**src/core/seq_pkg.sv**
```systemverilog
// constants shared by the motion program sequencer
package seq_pkg;
   localparam logic [7:0] OP_JUMP_ALWAYS      = 8'h16; // 22
   localparam logic [7:0] OP_CALL_SUBROUTINE  = 8'h17; // 23
   localparam logic [7:0] OP_RETURN_SUBROUTINE = 8'h18; // 24
   localparam logic [7:0] OP_WAIT             = 8'h1B; // 27
   localparam logic [7:0] OP_JUMP_CONDITIONAL = 8'h15; // 21
   localparam logic [7:0] OP_CLEAR_ERROR      = 8'h24; // 36
   localparam logic [7:0] WAIT_TICKS          = 8'h00;
   localparam logic [7:0] WAIT_TARGET         = 8'h01;
   localparam logic [7:0] WAIT_HOME_SWITCH    = 8'h02;
   localparam logic [7:0] WAIT_END_SWITCH     = 8'h03;
   localparam logic [7:0] WAIT_HOMING_DONE    = 8'h04;
   localparam logic [7:0] COND_TIMEOUT        = 8'h08;
   localparam logic [31:0] VALUE_FROM_ACCU    = 32'hFFFFFFFF;
   localparam int STACK_DEPTH   = 8;
   localparam int CLOCK_HZ      = 20000000;
   localparam int TICK_MS       = 10;
   localparam int TICK_CYCLES   = CLOCK_HZ / 1000 * TICK_MS;
   localparam logic [15:0] PC_RESET = 16'h0000;
endpackage

```
**src/core/return_stack.sv**
```systemverilog
// return-address stack memory with registered read data
`timescale 1ns/1ps
module return_stack #(
   parameter int DEPTH = 8,
   parameter int WIDTH = 16
) (
   input  wire logic                     i_clock,
   input  wire logic                     i_rst_b,
   input  wire logic                     i_push,
   input  wire logic                     i_pop,
   input  wire logic [WIDTH-1:0]         i_data,
   output logic      [WIDTH-1:0]         o_top,
   output logic      [$clog2(DEPTH):0]   o_count
);
   logic [WIDTH-1:0] mem [DEPTH];
   wire do_push = i_push && (o_count != DEPTH[$clog2(DEPTH):0]);
   wire do_pop  = i_pop && (o_count != '0);
   wire [$clog2(DEPTH):0] next_count = do_push ? o_count + 1'b1 :
                                      do_pop ? o_count - 1'b1 : o_count;

   always_ff @(posedge i_clock) begin
      if (do_push)
         mem[o_count[$clog2(DEPTH)-1:0]] <= i_data;
   end

   // top copy kept in a register so a pop completes in one cycle
   always_ff @(posedge i_clock or negedge i_rst_b) begin
      if (!i_rst_b) begin
         o_count <= '0;
         o_top   <= '0;
      end else begin
         o_count <= next_count;
         if (do_push)
            o_top <= i_data;
         else if (do_pop && o_count > 1)
            o_top <= mem[o_count[$clog2(DEPTH)-1:0] - 2'd2];
      end
   end
endmodule

```
**src/core/motion_program_sequencer.sv**
```systemverilog
// program-flow unit: jumps, subroutine stack, waits with tick timeout
// Operation
// - jump_always loads program counter from the value field
// - call_subroutine pushes the address after the call then jumps to given address
// - return stack holds at most eight entries
// - call with full stack is ignored; execution simply advances
// - return_subroutine pops saved pc and resumes after the call
// - return with empty stack is ignored and advances
// - these instructions only act while a stored program runs
// - wait holds pc at its own address until condition or timeout
// - wait type 0 delays value ticks, motor ignored
// - wait type 1 waits for target reached of selected motor
// - wait type 2 waits for home switch of selected motor
// - wait type 3 waits for either end switch of selected motor
// - wait type 4 waits for homing done of selected motor
// - types 1..4 use value as timeout; zero means no timeout
// - value of -1 takes tick count from the accumulator
// - timeout expiry sets sticky timeout_error_flag, cleared by clear-error
// - jump_conditional type 8 branches on timeout_error_flag
// - one tick is ten milliseconds
`timescale 1ns/1ps
module motion_program_sequencer #(
   parameter int AXES        = 3,
   parameter int PC_WIDTH    = 16,
   parameter int TICK_CYCLES = seq_pkg::TICK_CYCLES
) (
   input  wire logic                i_clock,
   input  wire logic                i_rst_b,
   input  wire logic                i_run,
   input  wire logic                i_instr_valid,
   input  wire logic [7:0]          i_opcode,
   input  wire logic [7:0]          i_type,
   input  wire logic [7:0]          i_motor,
   input  wire logic [31:0]         i_value,
   input  wire logic [31:0]         i_accu,
   input  wire logic [AXES-1:0]     i_target_reached,
   input  wire logic [AXES-1:0]     i_home_switch,
   input  wire logic [AXES-1:0]     i_end_switch_left,
   input  wire logic [AXES-1:0]     i_end_switch_right,
   input  wire logic [AXES-1:0]     i_homing_done,
   output logic      [PC_WIDTH-1:0] o_pc,
   output logic                     o_step,
   output logic                     o_waiting,
   output logic                     o_timeout_error_flag,
   output logic [$clog2(seq_pkg::STACK_DEPTH):0] o_stack_count
);
   // the motor field is eight bits wide, so at most 255 axes can be selected safely
   if (AXES < 1 || AXES > 255 || PC_WIDTH < 4 || PC_WIDTH > 32 || TICK_CYCLES < 2) begin : g_bad
      $error("motion_program_sequencer: unsupported parameters");
   end

   // ----------------------------------------
   // reset release
   // ----------------------------------------
   logic rst_meta;
   logic rst_sync;
   always_ff @(posedge i_clock or negedge i_rst_b) begin
      if (!i_rst_b) begin
         rst_meta <= 1'b0;
         rst_sync <= 1'b0;
      end else begin
         rst_meta <= 1'b1;
         rst_sync <= rst_meta;
      end
   end

   // ----------------------------------------
   // tick divider
   // ----------------------------------------
   logic [$clog2(TICK_CYCLES)-1:0] div;
   logic                           tick;
   always_ff @(posedge i_clock or negedge rst_sync) begin
      if (!rst_sync) begin
         div  <= '0;
         tick <= 1'b0;
      end else begin
         tick <= (div == $clog2(TICK_CYCLES)'(TICK_CYCLES - 1));
         div  <= (div == $clog2(TICK_CYCLES)'(TICK_CYCLES - 1)) ? '0 : div + 1'b1;
      end
   end

   // ----------------------------------------
   // decode
   // ----------------------------------------
   typedef enum logic [1:0] {ST_IDLE, ST_WAIT} state_t;
   state_t state;
   logic [31:0] wait_left;
   logic [7:0]  wait_type;
   logic [7:0]  wait_motor;
   logic        wait_timed;

   wire take = i_run && i_instr_valid && (state == ST_IDLE);
   wire is_jump   = take && i_opcode == seq_pkg::OP_JUMP_ALWAYS;
   wire is_call   = take && i_opcode == seq_pkg::OP_CALL_SUBROUTINE;
   wire is_ret    = take && i_opcode == seq_pkg::OP_RETURN_SUBROUTINE;
   wire is_wait   = take && i_opcode == seq_pkg::OP_WAIT;
   wire is_jc_to  = take && i_opcode == seq_pkg::OP_JUMP_CONDITIONAL
                    && i_type == seq_pkg::COND_TIMEOUT;
   wire is_clear  = take && i_opcode == seq_pkg::OP_CLEAR_ERROR;

   wire [31:0] wait_value = (i_value == seq_pkg::VALUE_FROM_ACCU) ? i_accu : i_value;
   wire [PC_WIDTH-1:0] pc_inc = o_pc + 1'b1;
   wire [PC_WIDTH-1:0] target = i_value[PC_WIDTH-1:0];
   wire [PC_WIDTH-1:0] stack_top;
   wire stack_full  = o_stack_count == ($clog2(seq_pkg::STACK_DEPTH)+1)'(seq_pkg::STACK_DEPTH);
   wire stack_empty = o_stack_count == '0;

   wire motor_ok = wait_motor < 8'(AXES);
   wire [$clog2(AXES+1)-1:0] sel = wait_motor[$clog2(AXES+1)-1:0];
   wire cond_met = motor_ok && (
         (wait_type == seq_pkg::WAIT_TARGET      && i_target_reached[sel]) ||
         (wait_type == seq_pkg::WAIT_HOME_SWITCH && i_home_switch[sel]) ||
         (wait_type == seq_pkg::WAIT_END_SWITCH  &&
          (i_end_switch_left[sel] || i_end_switch_right[sel])) ||
         (wait_type == seq_pkg::WAIT_HOMING_DONE && i_homing_done[sel]));
   wire ticks_done  = wait_type == seq_pkg::WAIT_TICKS && wait_left == 32'h0;
   wire timed_out   = wait_type != seq_pkg::WAIT_TICKS && wait_timed && wait_left == 32'h0;
   wire wait_end    = (state == ST_WAIT) && (ticks_done || cond_met || timed_out);
   wire set_timeout = (state == ST_WAIT) && timed_out && !cond_met;

   return_stack #(
      .DEPTH (seq_pkg::STACK_DEPTH),
      .WIDTH (PC_WIDTH)
   ) u_stack (
      .i_clock (i_clock),
      .i_rst_b (rst_sync),
      .i_push  (is_call && !stack_full),
      .i_pop   (is_ret && !stack_empty),
      .i_data  (pc_inc),
      .o_top   (stack_top),
      .o_count (o_stack_count)
   );

   wire [PC_WIDTH-1:0] next_pc =
      is_jump                    ? target :
      (is_call && !stack_full)   ? target :
      (is_ret && !stack_empty)   ? stack_top :
      (is_jc_to && o_timeout_error_flag) ? target :
      is_wait                    ? o_pc :
      take                       ? pc_inc :
      wait_end                   ? pc_inc : o_pc;

   // ----------------------------------------
   // program counter and wait control
   // ----------------------------------------
   always_ff @(posedge i_clock or negedge rst_sync) begin
      if (!rst_sync) begin
         o_pc       <= seq_pkg::PC_RESET;
         o_step     <= 1'b0;
         state      <= ST_IDLE;
         wait_left  <= 32'h0;
         wait_type  <= 8'h00;
         wait_motor <= 8'h00;
         wait_timed <= 1'b0;
      end else begin
         o_pc   <= next_pc;
         o_step <= (take && !is_wait) || wait_end;
         case (state)
            ST_IDLE: begin
               if (is_wait) begin
                  state      <= ST_WAIT;
                  wait_left  <= wait_value;
                  wait_type  <= i_type;
                  wait_motor <= i_motor;
                  wait_timed <= wait_value != 32'h0;
               end
            end
            ST_WAIT: begin
               if (wait_end || !i_run)
                  state <= ST_IDLE;
               else if (tick && wait_left != 32'h0)
                  wait_left <= wait_left - 1'b1;
            end
            default: state <= ST_IDLE;
         endcase
      end
   end

   // the flag is hardware-set, so a timeout in the clear cycle still wins
   always_ff @(posedge i_clock or negedge rst_sync) begin
      if (!rst_sync)
         o_timeout_error_flag <= 1'b0;
      else if (set_timeout)
         o_timeout_error_flag <= 1'b1;
      else if (is_clear)
         o_timeout_error_flag <= 1'b0;
   end

   always_ff @(posedge i_clock or negedge rst_sync) begin
      if (!rst_sync)
         o_waiting <= 1'b0;
      else
         o_waiting <= (is_wait) || (state == ST_WAIT && !wait_end && i_run);
   end

   // ----------------------------------------
   // checks
   // ----------------------------------------
   // cycles since the last tick, so the strobe spacing is checked for any divider
   logic [$clog2(TICK_CYCLES)-1:0] since_tick;
   logic                           tick_seen;
   always_ff @(posedge i_clock or negedge rst_sync) begin
      if (!rst_sync) begin
         since_tick <= '0;
         tick_seen  <= 1'b0;
      end else if (tick) begin
         since_tick <= '0;
         tick_seen  <= 1'b1;
      end else begin
         since_tick <= since_tick + 1'b1;
      end
   end

   a_jump_loads_pc: assert property (@(posedge i_clock) disable iff (!rst_sync)
      is_jump |=> o_pc == $past(target)) else $error("jump target not loaded");
   a_jump_steps: assert property (@(posedge i_clock) disable iff (!rst_sync)
      is_jump |=> o_step && !o_waiting)
      else $error("jump gave no step pulse");
   a_call_pushes: assert property (@(posedge i_clock) disable iff (!rst_sync)
      is_call && !stack_full |=> o_pc == $past(target)
      && o_stack_count == $past(o_stack_count) + 1)
      else $error("call did not push and jump");
   a_call_saves: assert property (@(posedge i_clock) disable iff (!rst_sync)
      is_call && !stack_full |=> stack_top == $past(pc_inc))
      else $error("call saved wrong address");
   a_stack_bound: assert property (@(posedge i_clock) disable iff (!rst_sync)
      o_stack_count <= 8) else $error("stack beyond eight");
   a_full_call_skips: assert property (@(posedge i_clock) disable iff (!rst_sync)
      is_call && stack_full |=> o_pc == $past(pc_inc) && stack_full)
      else $error("full call not ignored");
   a_return_pops: assert property (@(posedge i_clock) disable iff (!rst_sync)
      is_ret && !stack_empty |=> o_pc == $past(stack_top)) else $error("return wrong");
   a_return_count: assert property (@(posedge i_clock) disable iff (!rst_sync)
      is_ret && !stack_empty |=> o_stack_count == $past(o_stack_count) - 1)
      else $error("return did not pop");
   a_empty_return: assert property (@(posedge i_clock) disable iff (!rst_sync)
      is_ret && stack_empty |=> o_pc == $past(pc_inc) && stack_empty)
      else $error("empty return not ignored");
   a_run_gates: assert property (@(posedge i_clock) disable iff (!rst_sync)
      !i_run && state == ST_IDLE |=> $stable(o_pc) && !o_step)
      else $error("instruction taken while stopped");

   a_wait_enters: assert property (@(posedge i_clock) disable iff (!rst_sync)
      is_wait |=> state == ST_WAIT && o_waiting && o_pc == $past(o_pc))
      else $error("wait not entered");
   a_wait_holds: assert property (@(posedge i_clock) disable iff (!rst_sync)
      state == ST_WAIT && !wait_end |=> $stable(o_pc)) else $error("pc moved in wait");
   a_tick_wait_ends: assert property (@(posedge i_clock) disable iff (!rst_sync)
      state == ST_WAIT && ticks_done |=> o_pc == $past(pc_inc) && o_step && !o_waiting)
      else $error("tick wait did not end");
   a_target_ends: assert property (@(posedge i_clock) disable iff (!rst_sync)
      state == ST_WAIT && wait_type == seq_pkg::WAIT_TARGET && motor_ok
      && i_target_reached[sel] |=> o_pc == $past(pc_inc) && o_step)
      else $error("target wait did not end");
   a_home_ends: assert property (@(posedge i_clock) disable iff (!rst_sync)
      state == ST_WAIT && wait_type == seq_pkg::WAIT_HOME_SWITCH && motor_ok
      && i_home_switch[sel] |=> o_pc == $past(pc_inc) && o_step)
      else $error("home switch wait did not end");
   a_end_switch_ends: assert property (@(posedge i_clock) disable iff (!rst_sync)
      state == ST_WAIT && wait_type == seq_pkg::WAIT_END_SWITCH && motor_ok
      && (i_end_switch_left[sel] || i_end_switch_right[sel]) |=> o_pc == $past(pc_inc))
      else $error("end switch wait did not end");
   a_homing_ends: assert property (@(posedge i_clock) disable iff (!rst_sync)
      state == ST_WAIT && wait_type == seq_pkg::WAIT_HOMING_DONE && motor_ok
      && i_homing_done[sel] |=> o_pc == $past(pc_inc) && o_step)
      else $error("homing wait did not end");
   a_untimed_holds: assert property (@(posedge i_clock) disable iff (!rst_sync)
      state == ST_WAIT && wait_type != seq_pkg::WAIT_TICKS && !wait_timed && !cond_met
      && i_run |=> state == ST_WAIT && $stable(o_pc))
      else $error("untimed wait ended without event");
   a_literal_count: assert property (@(posedge i_clock) disable iff (!rst_sync)
      is_wait && i_value != seq_pkg::VALUE_FROM_ACCU |=> wait_left == $past(i_value)
      && wait_timed == ($past(i_value) != 32'h0))
      else $error("wait count not loaded");
   a_accu_source: assert property (@(posedge i_clock) disable iff (!rst_sync)
      is_wait && i_value == seq_pkg::VALUE_FROM_ACCU |=> wait_left == $past(i_accu))
      else $error("accumulator count not loaded");

   a_timeout_flag: assert property (@(posedge i_clock) disable iff (!rst_sync)
      set_timeout |=> o_timeout_error_flag ##1 o_timeout_error_flag || $past(is_clear))
      else $error("timeout flag not set");
   a_clear_flag: assert property (@(posedge i_clock) disable iff (!rst_sync)
      is_clear |=> !o_timeout_error_flag)
      else $error("clear did not reset flag");
   a_cond_jump: assert property (@(posedge i_clock) disable iff (!rst_sync)
      is_jc_to && o_timeout_error_flag |=> o_pc == $past(target))
      else $error("error branch not taken");
   a_cond_skip: assert property (@(posedge i_clock) disable iff (!rst_sync)
      is_jc_to && !o_timeout_error_flag |=> o_pc == $past(pc_inc))
      else $error("error branch taken without flag");
   a_tick_spacing: assert property (@(posedge i_clock) disable iff (!rst_sync)
      tick && tick_seen |-> since_tick == $clog2(TICK_CYCLES)'(TICK_CYCLES - 1))
      else $error("tick spacing wrong");
   a_tick_period: assert property (@(posedge i_clock) disable iff (!rst_sync)
      tick |=> !tick) else $error("tick wider than one cycle");
   a_count_step: assert property (@(posedge i_clock) disable iff (!rst_sync)
      state == ST_WAIT && !wait_end && i_run && tick && wait_left != 32'h0
      |=> wait_left == $past(wait_left) - 1)
      else $error("wait counter not stepped");

   // ----------------------------------------
   // cover points
   // ----------------------------------------
   c_call_return: cover property (@(posedge i_clock) disable iff (!rst_sync)
      is_call ##[1:50] is_ret);
   c_timeout: cover property (@(posedge i_clock) disable iff (!rst_sync) set_timeout);
   c_cond_met: cover property (@(posedge i_clock) disable iff (!rst_sync) wait_end && cond_met);
   c_full_call: cover property (@(posedge i_clock) disable iff (!rst_sync) is_call && stack_full);
   c_accu_wait: cover property (@(posedge i_clock) disable iff (!rst_sync)
      is_wait && i_value == seq_pkg::VALUE_FROM_ACCU);
endmodule

```
**config.mk**
```make
export PLATFORM = sky130hd
export DESIGN_NAME = motion_program_sequencer
export DESIGN_NICKNAME = d
export VERILOG_FILES = /design/src/core/seq_pkg.sv /design/src/core/return_stack.sv /design/src/core/motion_program_sequencer.sv
export SDC_FILE = /design/constraint.sdc
export NUM_CORES = 1
export LEC_CHECK = 0
export ABC_AREA = 1
export BUFFER_PORTS_ARGS = -buffer_cell sky130_fd_sc_hd__buf_2
export CAP_MARGIN = 20
export CORE_ASPECT_RATIO = 2
export CORE_MARGIN = 5
export CORE_UTILIZATION = 60
export DETAILED_ROUTE_END_ITERATION = 8
export GPL_TIMING_DRIVEN = 0
export PLACE_DENSITY = 0.89
export REMOVE_ABC_BUFFERS = 1
export SYNTH_ARGS = -nofsm -noshare
export SYNTH_HDL_FRONTEND = slang
export SYNTH_HIERARCHICAL = 1
export SYNTH_SLANG_ARGS = --single-unit
```
**constraint.sdc**
```tcl
create_clock -name i_clock -period 4.6 [get_ports i_clock]
set_input_delay 0.69 -clock i_clock [delete_from_list [all_inputs] [get_ports i_clock]]
set_output_delay 0.69 -clock i_clock [all_outputs]
set_load 0.01 [all_outputs]
```
==> metrics.md, run 1 <==
| Metric | Value |
|---|---|
| Hold path depth | 0 |
| Post-layout util | 0.685 |
| Placed instance area | 14000 sq um |
| Layout cells sized above 1 | 0.140 |
| Fmax achieved | 246 MHz |
| Largest net degree at the start of global routing | 70 |
| R2R depth | 7 |
| CP endpoint | u_stack/o_top[10] |
| DR WL/cell | 18.0 um |
| Filler Cells Inserted | 1731 |
| Crit path required time | 5000 ps |
| Synthesized flop and latch total | 238 |
| DIE AREA | 25000 sq um |
| CORE AREA | 21500 sq um |
| Fin. Hold Viols | 0 |
| Pin slew with the least headroom to its limit | 969 ps |
| Die Y | 218 um |
| All-layer global routing usage | 0.293 |
| Synth top area cells | edfxtp_1, dfrtp_1, nand2_1 |
| PD cells | 329 nW/um^2 |
| DIE WIDTH | 114 um |
| Finished Cell Area | 14700 sq um |
| PortBufs | 129 |
| CTS tree | yes |
| Dominant cell type by area after synthesis | edfxtp_1 |
| Unique cell type count in the Yosys netlist | 44 |
| H-tree levels | 1 |
| RD Place Congestion | 0.977 |
| Setup Skew | 11.5 ps |
| Crit Path Category | flip-flop to flip-flop |
| CTS Buf Count | 21 |
| Worst Hold Slack | 361 ps |
| Synthesized area per cell | 8.08 sq um |
| Reg2Reg Setup Slack | 540 ps |
| Vias | 11700 |
| Leakage | 6.72 nW |
| First-pass GRT wire length | 58400 um |
| Post-synth top area share | 0.295 |
| Row Count | 76 |
| Part of the power in the clock network | 0.368 |
| Area Overhead vs Synth | 12.9% |
| # DRC | 0 |
| Synthesized instance count | 1613 |
| Clock-pin slew on the worst setup and hold paths | 70 ps |
| Crit path from | u_stack/o_count[1] |
| Max transition margin | 0.351 |
| Most frequent cells in the layout | nand2_1, nand3_1, nor2_1 |
| Worst skew pair latency | 520 ps |
| Switching Share | 0.268 |
| Initial Utilization | 0.607 |
| Root Driver | clkbuf_16 |
| CP Max Fanout | 38 |
| WP data arrival | 4470 ps |
| Initial antenna violation count | 3 |
| Seq pwr share | 0.509 |
| Psw | 1.30 mW |
| Synth warn | 6 |
| Synth Cell Area | 13000 sq um |
| Post-synth EDFFs | 128 |
| GRT overflow | 0 |
| Finish-stage setup viols | 0 |
| CP Capture Type | flip-flop |
| Tmin final | 4060 ps |
| Min-delay worst type | flip-flop to flip-flop |
| Synth async-reset ratio | 0.462 |
| Via/cell ratio | 5.83 |
| Total power | 4.84 mW |
| Status | complete, no violations |
| Clk sink count | 238 |
| Worst r2r src | u_stack/o_count[1] |
| Top-Level Pins | 130 |
| Postcts setup bufs | 0 |
| Pins Over Slew Limit | 0 |
| DR pass1 iterations | 5 |
| Primary FF master, synth | edfxtp_1 |
| Placed insts | 1966 |
| Fin nets | 1838 |
| Max_cap viols | 0 |
| Antenna Violating Nets Remaining | 0 |
| Register area share after synthesis | 0.506 |
| Hpwl dp | 25800 um |
| Post-Route WL | 36100 um |
| Internal | 3.54 mW |
| Max clock buf depth | 3 |
| Initial DRC count | 828 |
| Unrepaired setup endpoints after global routing | false |
| Crit start category | flip-flop |
| Worst IR Drop VDD | 0.272 mV |
| Vias in the first global route | 12000 |
| Commonest non-fill, non-tap cell in the layout | nand2_1 |
| Final std cells w/o fill | 2008 |
| Capturing point of the worst reg2reg path | u_stack/o_top[10] |
| Logic gate share of total power | 0.123 |
| Part of the cycle the worst path needs | 0.883 |
-- per-layer routing --
| metal | global-route usage | wire length, um | vias up |
|---|---|---|---|
| li1 | - | - | 5496 |
| met1 | 0.318 | 12200 | 5460 |
| met2 | 0.535 | 19100 | 575 |
| met3 | 0.0299 | 2420 | 173 |
| met4 | 0.180 | 2390 | 2 |
| met5 | 0 | 13 | - |
-- logic make-up (layout without fill, tap and decap cells) --
group           count (synthesis)  after routing  share of synthesized area
compound gates                 98             98                     0.0424
buf+inv                       171            291                     0.0590
mux                             1              1                   0.000768
xor+xnor                       45             45                     0.0302
simple gates                 1047           1047                      0.350
fa+ha+maj                      12             12                     0.0115
flops                         238            238                      0.506
other cells                     1              3                   0.000288
-- layout make-up --
cell class | count | area, sq um | area share
well taps | 273 | 342 | 0.0232
flip-flops and latches | 238 | 6600 | 0.448
inverters | 108 | 405 | 0.0275
clock buffers | 26 | 554 | 0.0376
clock inverters | 11 | 115 | 0.00782
multi-input cells | 1204 | 5700 | 0.387
diodes | 2 | 5.00 | 0.000340
repair buffers | 146 | 1000 | 0.0681
-- synthesized netlist by cell type (2+ instances only) --
cell type and number:
a21oi_1 11, a22oi_1 2, buf_2 35, buf_4 2
buf_6 10, clkbuf_1 15, dfrtp_1 110, edfxtp_1 128
ha_1 12, inv_1 98, inv_2 9, nand2_1 555
nand2_2 4, nand2_4 6, nand3_1 238, nand3_2 5
nand3b_1 19, nand4_1 11, nor2_1 153, nor2_2 19
nor2_4 3, nor3_1 20, nor3_2 3, nor4_1 6
o211ai_1 6, o21a_1 4, o21ai_0 50, o21ai_1 17
o21bai_1 2, or2_2 3, xnor2_1 12, xor2_1 33
-- critical path, stage by stage, from the launching register on --
cell and delay [ps]:
dfrtp_2 920, clkinv_1 780, ha_1 1060, inv_1 580, nand3_1 270, nand3_1 120, nand2_1 120, nand2_1 60
-- metrics by stage --
step           worst slack, ps  setup TNS, ps
2_1_floorplan              325              0
3_3_place_gp             -1610        -209750
3_5_place_dp               604              0
4_1_cts                    553              0
5_1_grt                    381              0
6_report                   538              0
-- how the worst min path moves through the flow --
stage / start / endpoint / slack, ps
global placement: rst_meta / rst_sync / 340
floorplan: rst_meta / rst_sync / 330
detailed placement: rst_meta / rst_sync / 340
global route: rst_meta / rst_sync / 370
CTS: rst_meta / rst_sync / 360
finish: rst_meta / rst_sync / 360
-- state kept, by name, summed over array words and instances, names as in the netlist, 4 cells and up --
name	count
div	18
o_pc	16
u_stack/mem	128
u_stack/o_count	4
u_stack/o_top	16
wait_left	32
wait_motor	8
wait_type	8
-- what timing repair did --
action	in CTS	in global routing
hold buffers	1	0
endpoints found under the hold margin	2	0
gates resized for setup	0	0
-- power by group through the flow --
| stage | clock (mW) | combinational [mW] | sequential [mW] |
|---|---|---|---|
| 2_1_floorplan | 0 | 0.332 | 2.49 |
| 3_3_place_gp | 0 | 0.520 | 2.51 |
| 3_5_place_dp | 0 | 0.574 | 2.50 |
| 4_1_cts | 1.80 | 0.584 | 2.46 |
| 5_1_grt | 1.88 | 0.662 | 2.47 |
| 6_report | 1.78 | 0.593 | 2.46 |
No activity file was read; power rests on OpenSTA's default activity.
==> run 2: changes to the inputs <==
Settings changed: BUFFER_PORTS_ARGS -buffer_cell sky130_fd_sc_hd__buf_2 to default, CORE_UTILIZATION 60 to 64, CTS_CLUSTER_SIZE from default to 8, DONT_BUFFER_PORTS from default to 1, PLACE_DENSITY 0.89 to 0.88.
==> run 2 against run 1 <==
Against the previous run: via count decreased by 2.2%; wire length decreased by 0.57%; clock power increased by 30%; global-route usage increased by 0.74 points; highest routed layer is now met4; count of clock-buffer cells in the layout increased by 27; total power increased by 9.3%; combinational power decreased by 17%; non-clock buffer count decreased by 128; clock skew increased by 4.1 ps.
==> metrics.md, run 2 (synthesis gave the netlist of run 1 again) <==
| Metric | Value |
|---|---|
| Status | complete, no violations |
| Crit path from | u_stack/o_count[1] |
| CTS tree | yes |
| Crit Path Category | flip-flop to flip-flop |
| Die Y | 212 um |
| Clock-pin slew on the worst setup and hold paths | 50 ps |
| GRT overflow | 0 |
| DR pass1 iterations | 6 |
| Antenna Violating Nets Remaining | 0 |
| First-pass GRT wire length | 56300 um |
| RD Place Congestion | 0.962 |
| Buffers plus inverters on the worst setup path | 2 |
| Worst Hold Slack | 313 ps |
| Max transition margin | 0.390 |
| Met3 wire length | 3010 um |
| Area Overhead vs Synth | 9.96% |
| CP Capture Type | flip-flop |
| Capturing point of the worst reg2reg path | u_stack/o_top[11] |
| FF+latch area | 6600 sq um |
| # DRC | 0 |
| Stages on the worst setup path | 7 |
| PortBufs | 0 |
| CORE AREA | 20300 sq um |
| H-tree levels | 2 |
| Finish-stage setup viols | 0 |
| CP max-delay cell | ha_1 |
| DIE AREA | 23500 sq um |
| R2R depth | 7 |
| Leakage | 6.33 nW |
| WP data arrival | 4470 ps |
| CP endpoint | u_stack/o_top[11] |
| Fin. Hold Viols | 0 |
| Hpwl dp | 24900 um |
| Crit start category | flip-flop |
| Min-delay worst type | input pin to flip-flop |
| Top sig layer | met4 |
| Unrepaired setup endpoints after global routing | false |
| Vias in the first global route | 11500 |
| Pins Over Slew Limit | 0 |
| CP Max Fanout | 38 |
| Crit path required time | 4980 ps |
| Placement Setup Slack | 635 ps |
| Reg2Reg Setup Slack | 500 ps |
| Setup Skew | 15.6 ps |
| Area taken by multi-input logic gates | 5690 sq um |
| Worst skew pair latency | 500 ps |
| Post-layout util | 0.707 |
| Row Count | 74 |
| Post-Route WL | 35900 um |
| Final worst setup slack | 504 ps |
| Most frequent cells in the layout | nand2_1, nand3_1, nor2_1 |
| Total power | 5.29 mW |
| Number of flip-flops in the largest register | 128 |
| Top-Level Pins | 130 |
| CP peak stage delay | 1100 ps |
| All-layer global routing usage | 0.300 |
| Initial DRC count | 960 |
| Fin nets | 1724 |
| PD cells | 369 nW/um^2 |
| Pin slew with the least headroom to its limit | 915 ps |
| CTS Buf Count | 35 |
| Root Driver | clkbuf_16 |
| Initial antenna violation count | 1 |
| CP delay by family, top | buffers and inverters |
| Max clock buf depth | 3 |
| Initial Utilization | 0.643 |
| Tmin final | 4100 ps |
| Part of the cycle the worst path needs | 0.890 |
| Layout cells sized above 1 | 0.0746 |
| Clk sink count | 238 |
| DR WL/cell | 19.0 um |
| Fmax achieved | 244 MHz |
| M1 WL | 11500 um |
| Via/cell ratio | 6.06 |
| Max_cap viols | 0 |
| Vias | 11400 |
| Worst r2r src | u_stack/o_count[1] |
| Largest net degree at the start of global routing | 70 |
| Commonest non-fill, non-tap cell in the layout | nand2_1 |
| DIE WIDTH | 111 um |
| Met2 WL post-DR | 18900 um |
| Filler Cells Inserted | 1418 |
| Resized Gates After CTS | 0 |
| Worst IR Drop VDD | 0.253 mV |
| Crit path cell chain | clkinv_1, ha_1, inv_1, nand3_1, nand3_1, nand2_1, nand2_1 |
[run 2: cell types whose count changed in the layout (fill, tap and decap cells not counted), sizes merged]
cell      change
buf         -128
bufinv        -2
clkbuf       +27
clkinv        -5
clkinvlp      -2
diode         -1
inv           -1
[run 2: timing repair]
action / in CTS / in global routing
endpoints found under the setup margin: 0 / 0
hold buffers: 1 / 0
setup buffers: 0 / 0
hold endpoints to repair: 2 / 0
[run 2: power by group]
part           internal, mW  switching [mW]
registers              2.36           0.123
logic                 0.160           0.333
clock network          1.41           0.903
[run 2: cell type report]
cell class                 count  area share
clock inverter                 1    0.000611
sequential                   238       0.461
antenna                        1    0.000175
inverter                     108      0.0283
clock buffer                  53      0.0665
multi-input combinational   1204       0.397
tap                          266      0.0232
timing repair buffer          18      0.0236
[run 2: worst min path at each step]
stage / slack [ps] / to / depth (start not counted) / from
after floorplan: 330 / rst_sync / 0 / rst_meta
after global placement: 340 / rst_sync / 0 / rst_meta
after detailed placement: 340 / rst_sync / 0 / rst_meta
after CTS: 300 / wait_motor[2] / 2 / i_motor[2]
after global routing: 310 / wait_motor[1] / 2 / i_motor[1]
final: 310 / wait_motor[2] / 2 / i_motor[2]
[run 2: routing by layer]
metal,vias up,global-route usage
met1,5351,0.298
met3,196,0.0569
met2,630,0.558
met4,0,0.206
li1,5270,-
met5,-,0
[run 2: per-stage QoR]
step / setup TNS (ps) / instance area, sq um / instances
3_3_place_gp: -221070 / 13000 / 1816
4_1_cts: 0 / 14300 / 1886
6_report: 0 / 14300 / 1889
3_5_place_dp: 0 / 13300 / 1831
2_1_floorplan: 0 / 12700 / 1550
5_1_grt: 0 / 14300 / 1889
==> run 3: changes to the inputs <==
Settings changed: BUFFER_PORTS_ARGS from default to -buffer_cell sky130_fd_sc_hd__buf_2, CORE_UTILIZATION 64 to 60, DONT_BUFFER_PORTS 1 to default, PLACE_DENSITY 0.88 to 0.89.
==> run 3 against run 2 <==
Against the previous run: non-clock buffer count up 128; register-to-register slack better by 20 ps; critical path depth unchanged; die area up 6.2%; worst setup slack better by 24 ps; combinational power up 21%; highest routed layer is now met5; clock power up 3%; largest power group unchanged; clock skew down 1.3 ps; via count up 4.3%; sequential power about the same.
==> metrics.md, run 3 (synthesis gave the netlist of run 1 again) <==
| Metric | Value |
|---|---|
| CP Capture Type | flip-flop |
| Buffers plus inverters on the worst setup path | 2 |
| PortBufs | 129 |
| Unrepaired setup endpoints after global routing | false |
| Min-delay worst type | flip-flop to flip-flop |
| Commonest non-fill, non-tap cell in the layout | nand2_1 |
| All-layer global routing usage | 0.300 |
| CORE AREA | 21500 sq um |
| Met3 wire length | 2950 um |
| Worst skew pair latency | 510 ps |
| RD Place Congestion | 0.977 |
| Part of the cycle the worst path needs | 0.885 |
| Met2 WL post-DR | 19700 um |
| Setup Skew | 14.3 ps |
| Row Count | 76 |
| Largest net degree at the start of global routing | 70 |
| CTS tree | yes |
| Total power | 5.43 mW |
| Leakage | 6.88 nW |
| Crit path required time | 4980 ps |
| Vias | 11900 |
| Fmax achieved | 246 MHz |
| Pin slew with the least headroom to its limit | 949 ps |
| Number of flip-flops in the largest register | 128 |
| Crit path cell chain | clkinv_1, ha_1, inv_1, nand3_1, nand3_1, nand2_1, nand2_1 |
| WP data arrival | 4460 ps |
| Max_cap viols | 0 |
| Max transition margin | 0.365 |
| Final TNS setup | 0 ps |
| CP delay by family, top | buffers and inverters |
| GRT overflow | 0 |
| Fin. Hold Viols | 0 |
| Max clock buf depth | 3 |
| Crit Path Category | flip-flop to flip-flop |
| Crit start category | flip-flop |
| Die Y | 218 um |
| Most frequent cells in the layout | nand2_1, nand3_1, nor2_1 |
| Tmin final | 4070 ps |
| PD cells | 361 nW/um^2 |
| Vias in the first global route | 12200 |
| Via/cell ratio | 5.88 |
| Hpwl dp | 25800 um |
| Pins Over Slew Limit | 0 |
| Postcts setup bufs | 0 |
| DIE AREA | 25000 sq um |
| Top-Level Pins | 130 |
| CP peak stage delay | 1100 ps |
| Antenna Violating Nets Remaining | 0 |
| Fin nets | 1852 |
| Root Driver | clkbuf_16 |
| Layout cells sized above 1 | 0.143 |
| DR WL/cell | 18.2 um |
| H-tree levels | 2 |
| Top sig layer | met5 |
| Status | complete, no violations |
| CP max-delay cell | ha_1 |
| Initial Utilization | 0.607 |
| CP Max Fanout | 38 |
| DIE WIDTH | 114 um |
| M1 WL | 11900 um |
| CTS Buf Count | 35 |
| Initial DRC count | 1024 |
| Clock-pin slew on the worst setup and hold paths | 50 ps |
| # DRC | 0 |
| Post-Route WL | 37000 um |
| DR pass1 iterations | 5 |
| First-pass GRT wire length | 59400 um |
| Area Overhead vs Synth | 15.5% |
| Clk sink count | 238 |
| Worst IR Drop VDD | 0.285 mV |
| Finish-stage setup viols | 0 |
| Initial antenna violation count | 4 |
[run 3: cell count changes in the layout (fill, tap and decap cells not counted), sizes merged]
| cell | before | now |
|---|---|---|
| buf | 17 | 145 |
| clkbuf | 53 | 54 |
| diode | 1 | 4 |
| clkinv | 1 | 2 |
[run 3: final cells by class]
cell class	instances	area (sq um)
inverters	108	405
fillers	1673	6420
flip-flops and latches	238	6600
well taps	273	342
multi-input cells	1204	5700
clock buffers	54	978
repair buffers	146	1000
diodes	4	10.0
clock inverters	2	25.0
[run 3: worst paths after layout]
path | startpoint | to | slack [ps] | cells after the start
max in group asynchronous | rst_sync | o_step | 3360 | 1
min in group asynchronous | rst_sync | wait_motor[1] | 460 | 0
worst min register to register | rst_meta | rst_sync | 360 | 0
worst min-delay path | rst_meta | rst_sync | 360 | 0
worst max register to register | u_stack/o_count[1] | u_stack/o_top[12] | 530 | 7
worst max-delay path | u_stack/o_count[1] | u_stack/o_top[12] | 530 | 7
[run 3: metrics by stage]
stage / cells / hold slack, ps / cell area (sq um) / utilization / worst slack [ps]
after detailed placement: 1966 / 336 / 14000 / 0.652 / 604
after global routing: 2028 / 363 / 15100 / 0.701 / 378
after global placement: 1952 / 337 / 13700 / 0.636 / -1610
after floorplan: 1550 / 331 / 12700 / - / 325
after CTS: 2023 / 362 / 15000 / 0.699 / 558
final: 2029 / 359 / 15100 / 0.701 / 528
[run 3: timing repair]
action / in CTS / in global routing
setup endpoints to repair: 0 / 0
hold buffers: 1 / 0
endpoints found under the hold margin: 2 / 0
gates resized for setup: 0 / 0
[run 3: layer usage]
layer | up-vias | global-route usage
met5 | - | 0
li1 | 5526 | -
met4 | 2 | 0.194
met2 | 680 | 0.543
met3 | 161 | 0.0402
met1 | 5570 | 0.320
[run 3: where the power goes]
group / leakage (nW) / switching, mW / internal, mW
combinational: 3.84 / 0.387 / 0.210
sequential: 2.56 / 0.109 / 2.36
clock: 0.482 / 0.915 / 1.45
total: 6.88 / 1.41 / 4.02
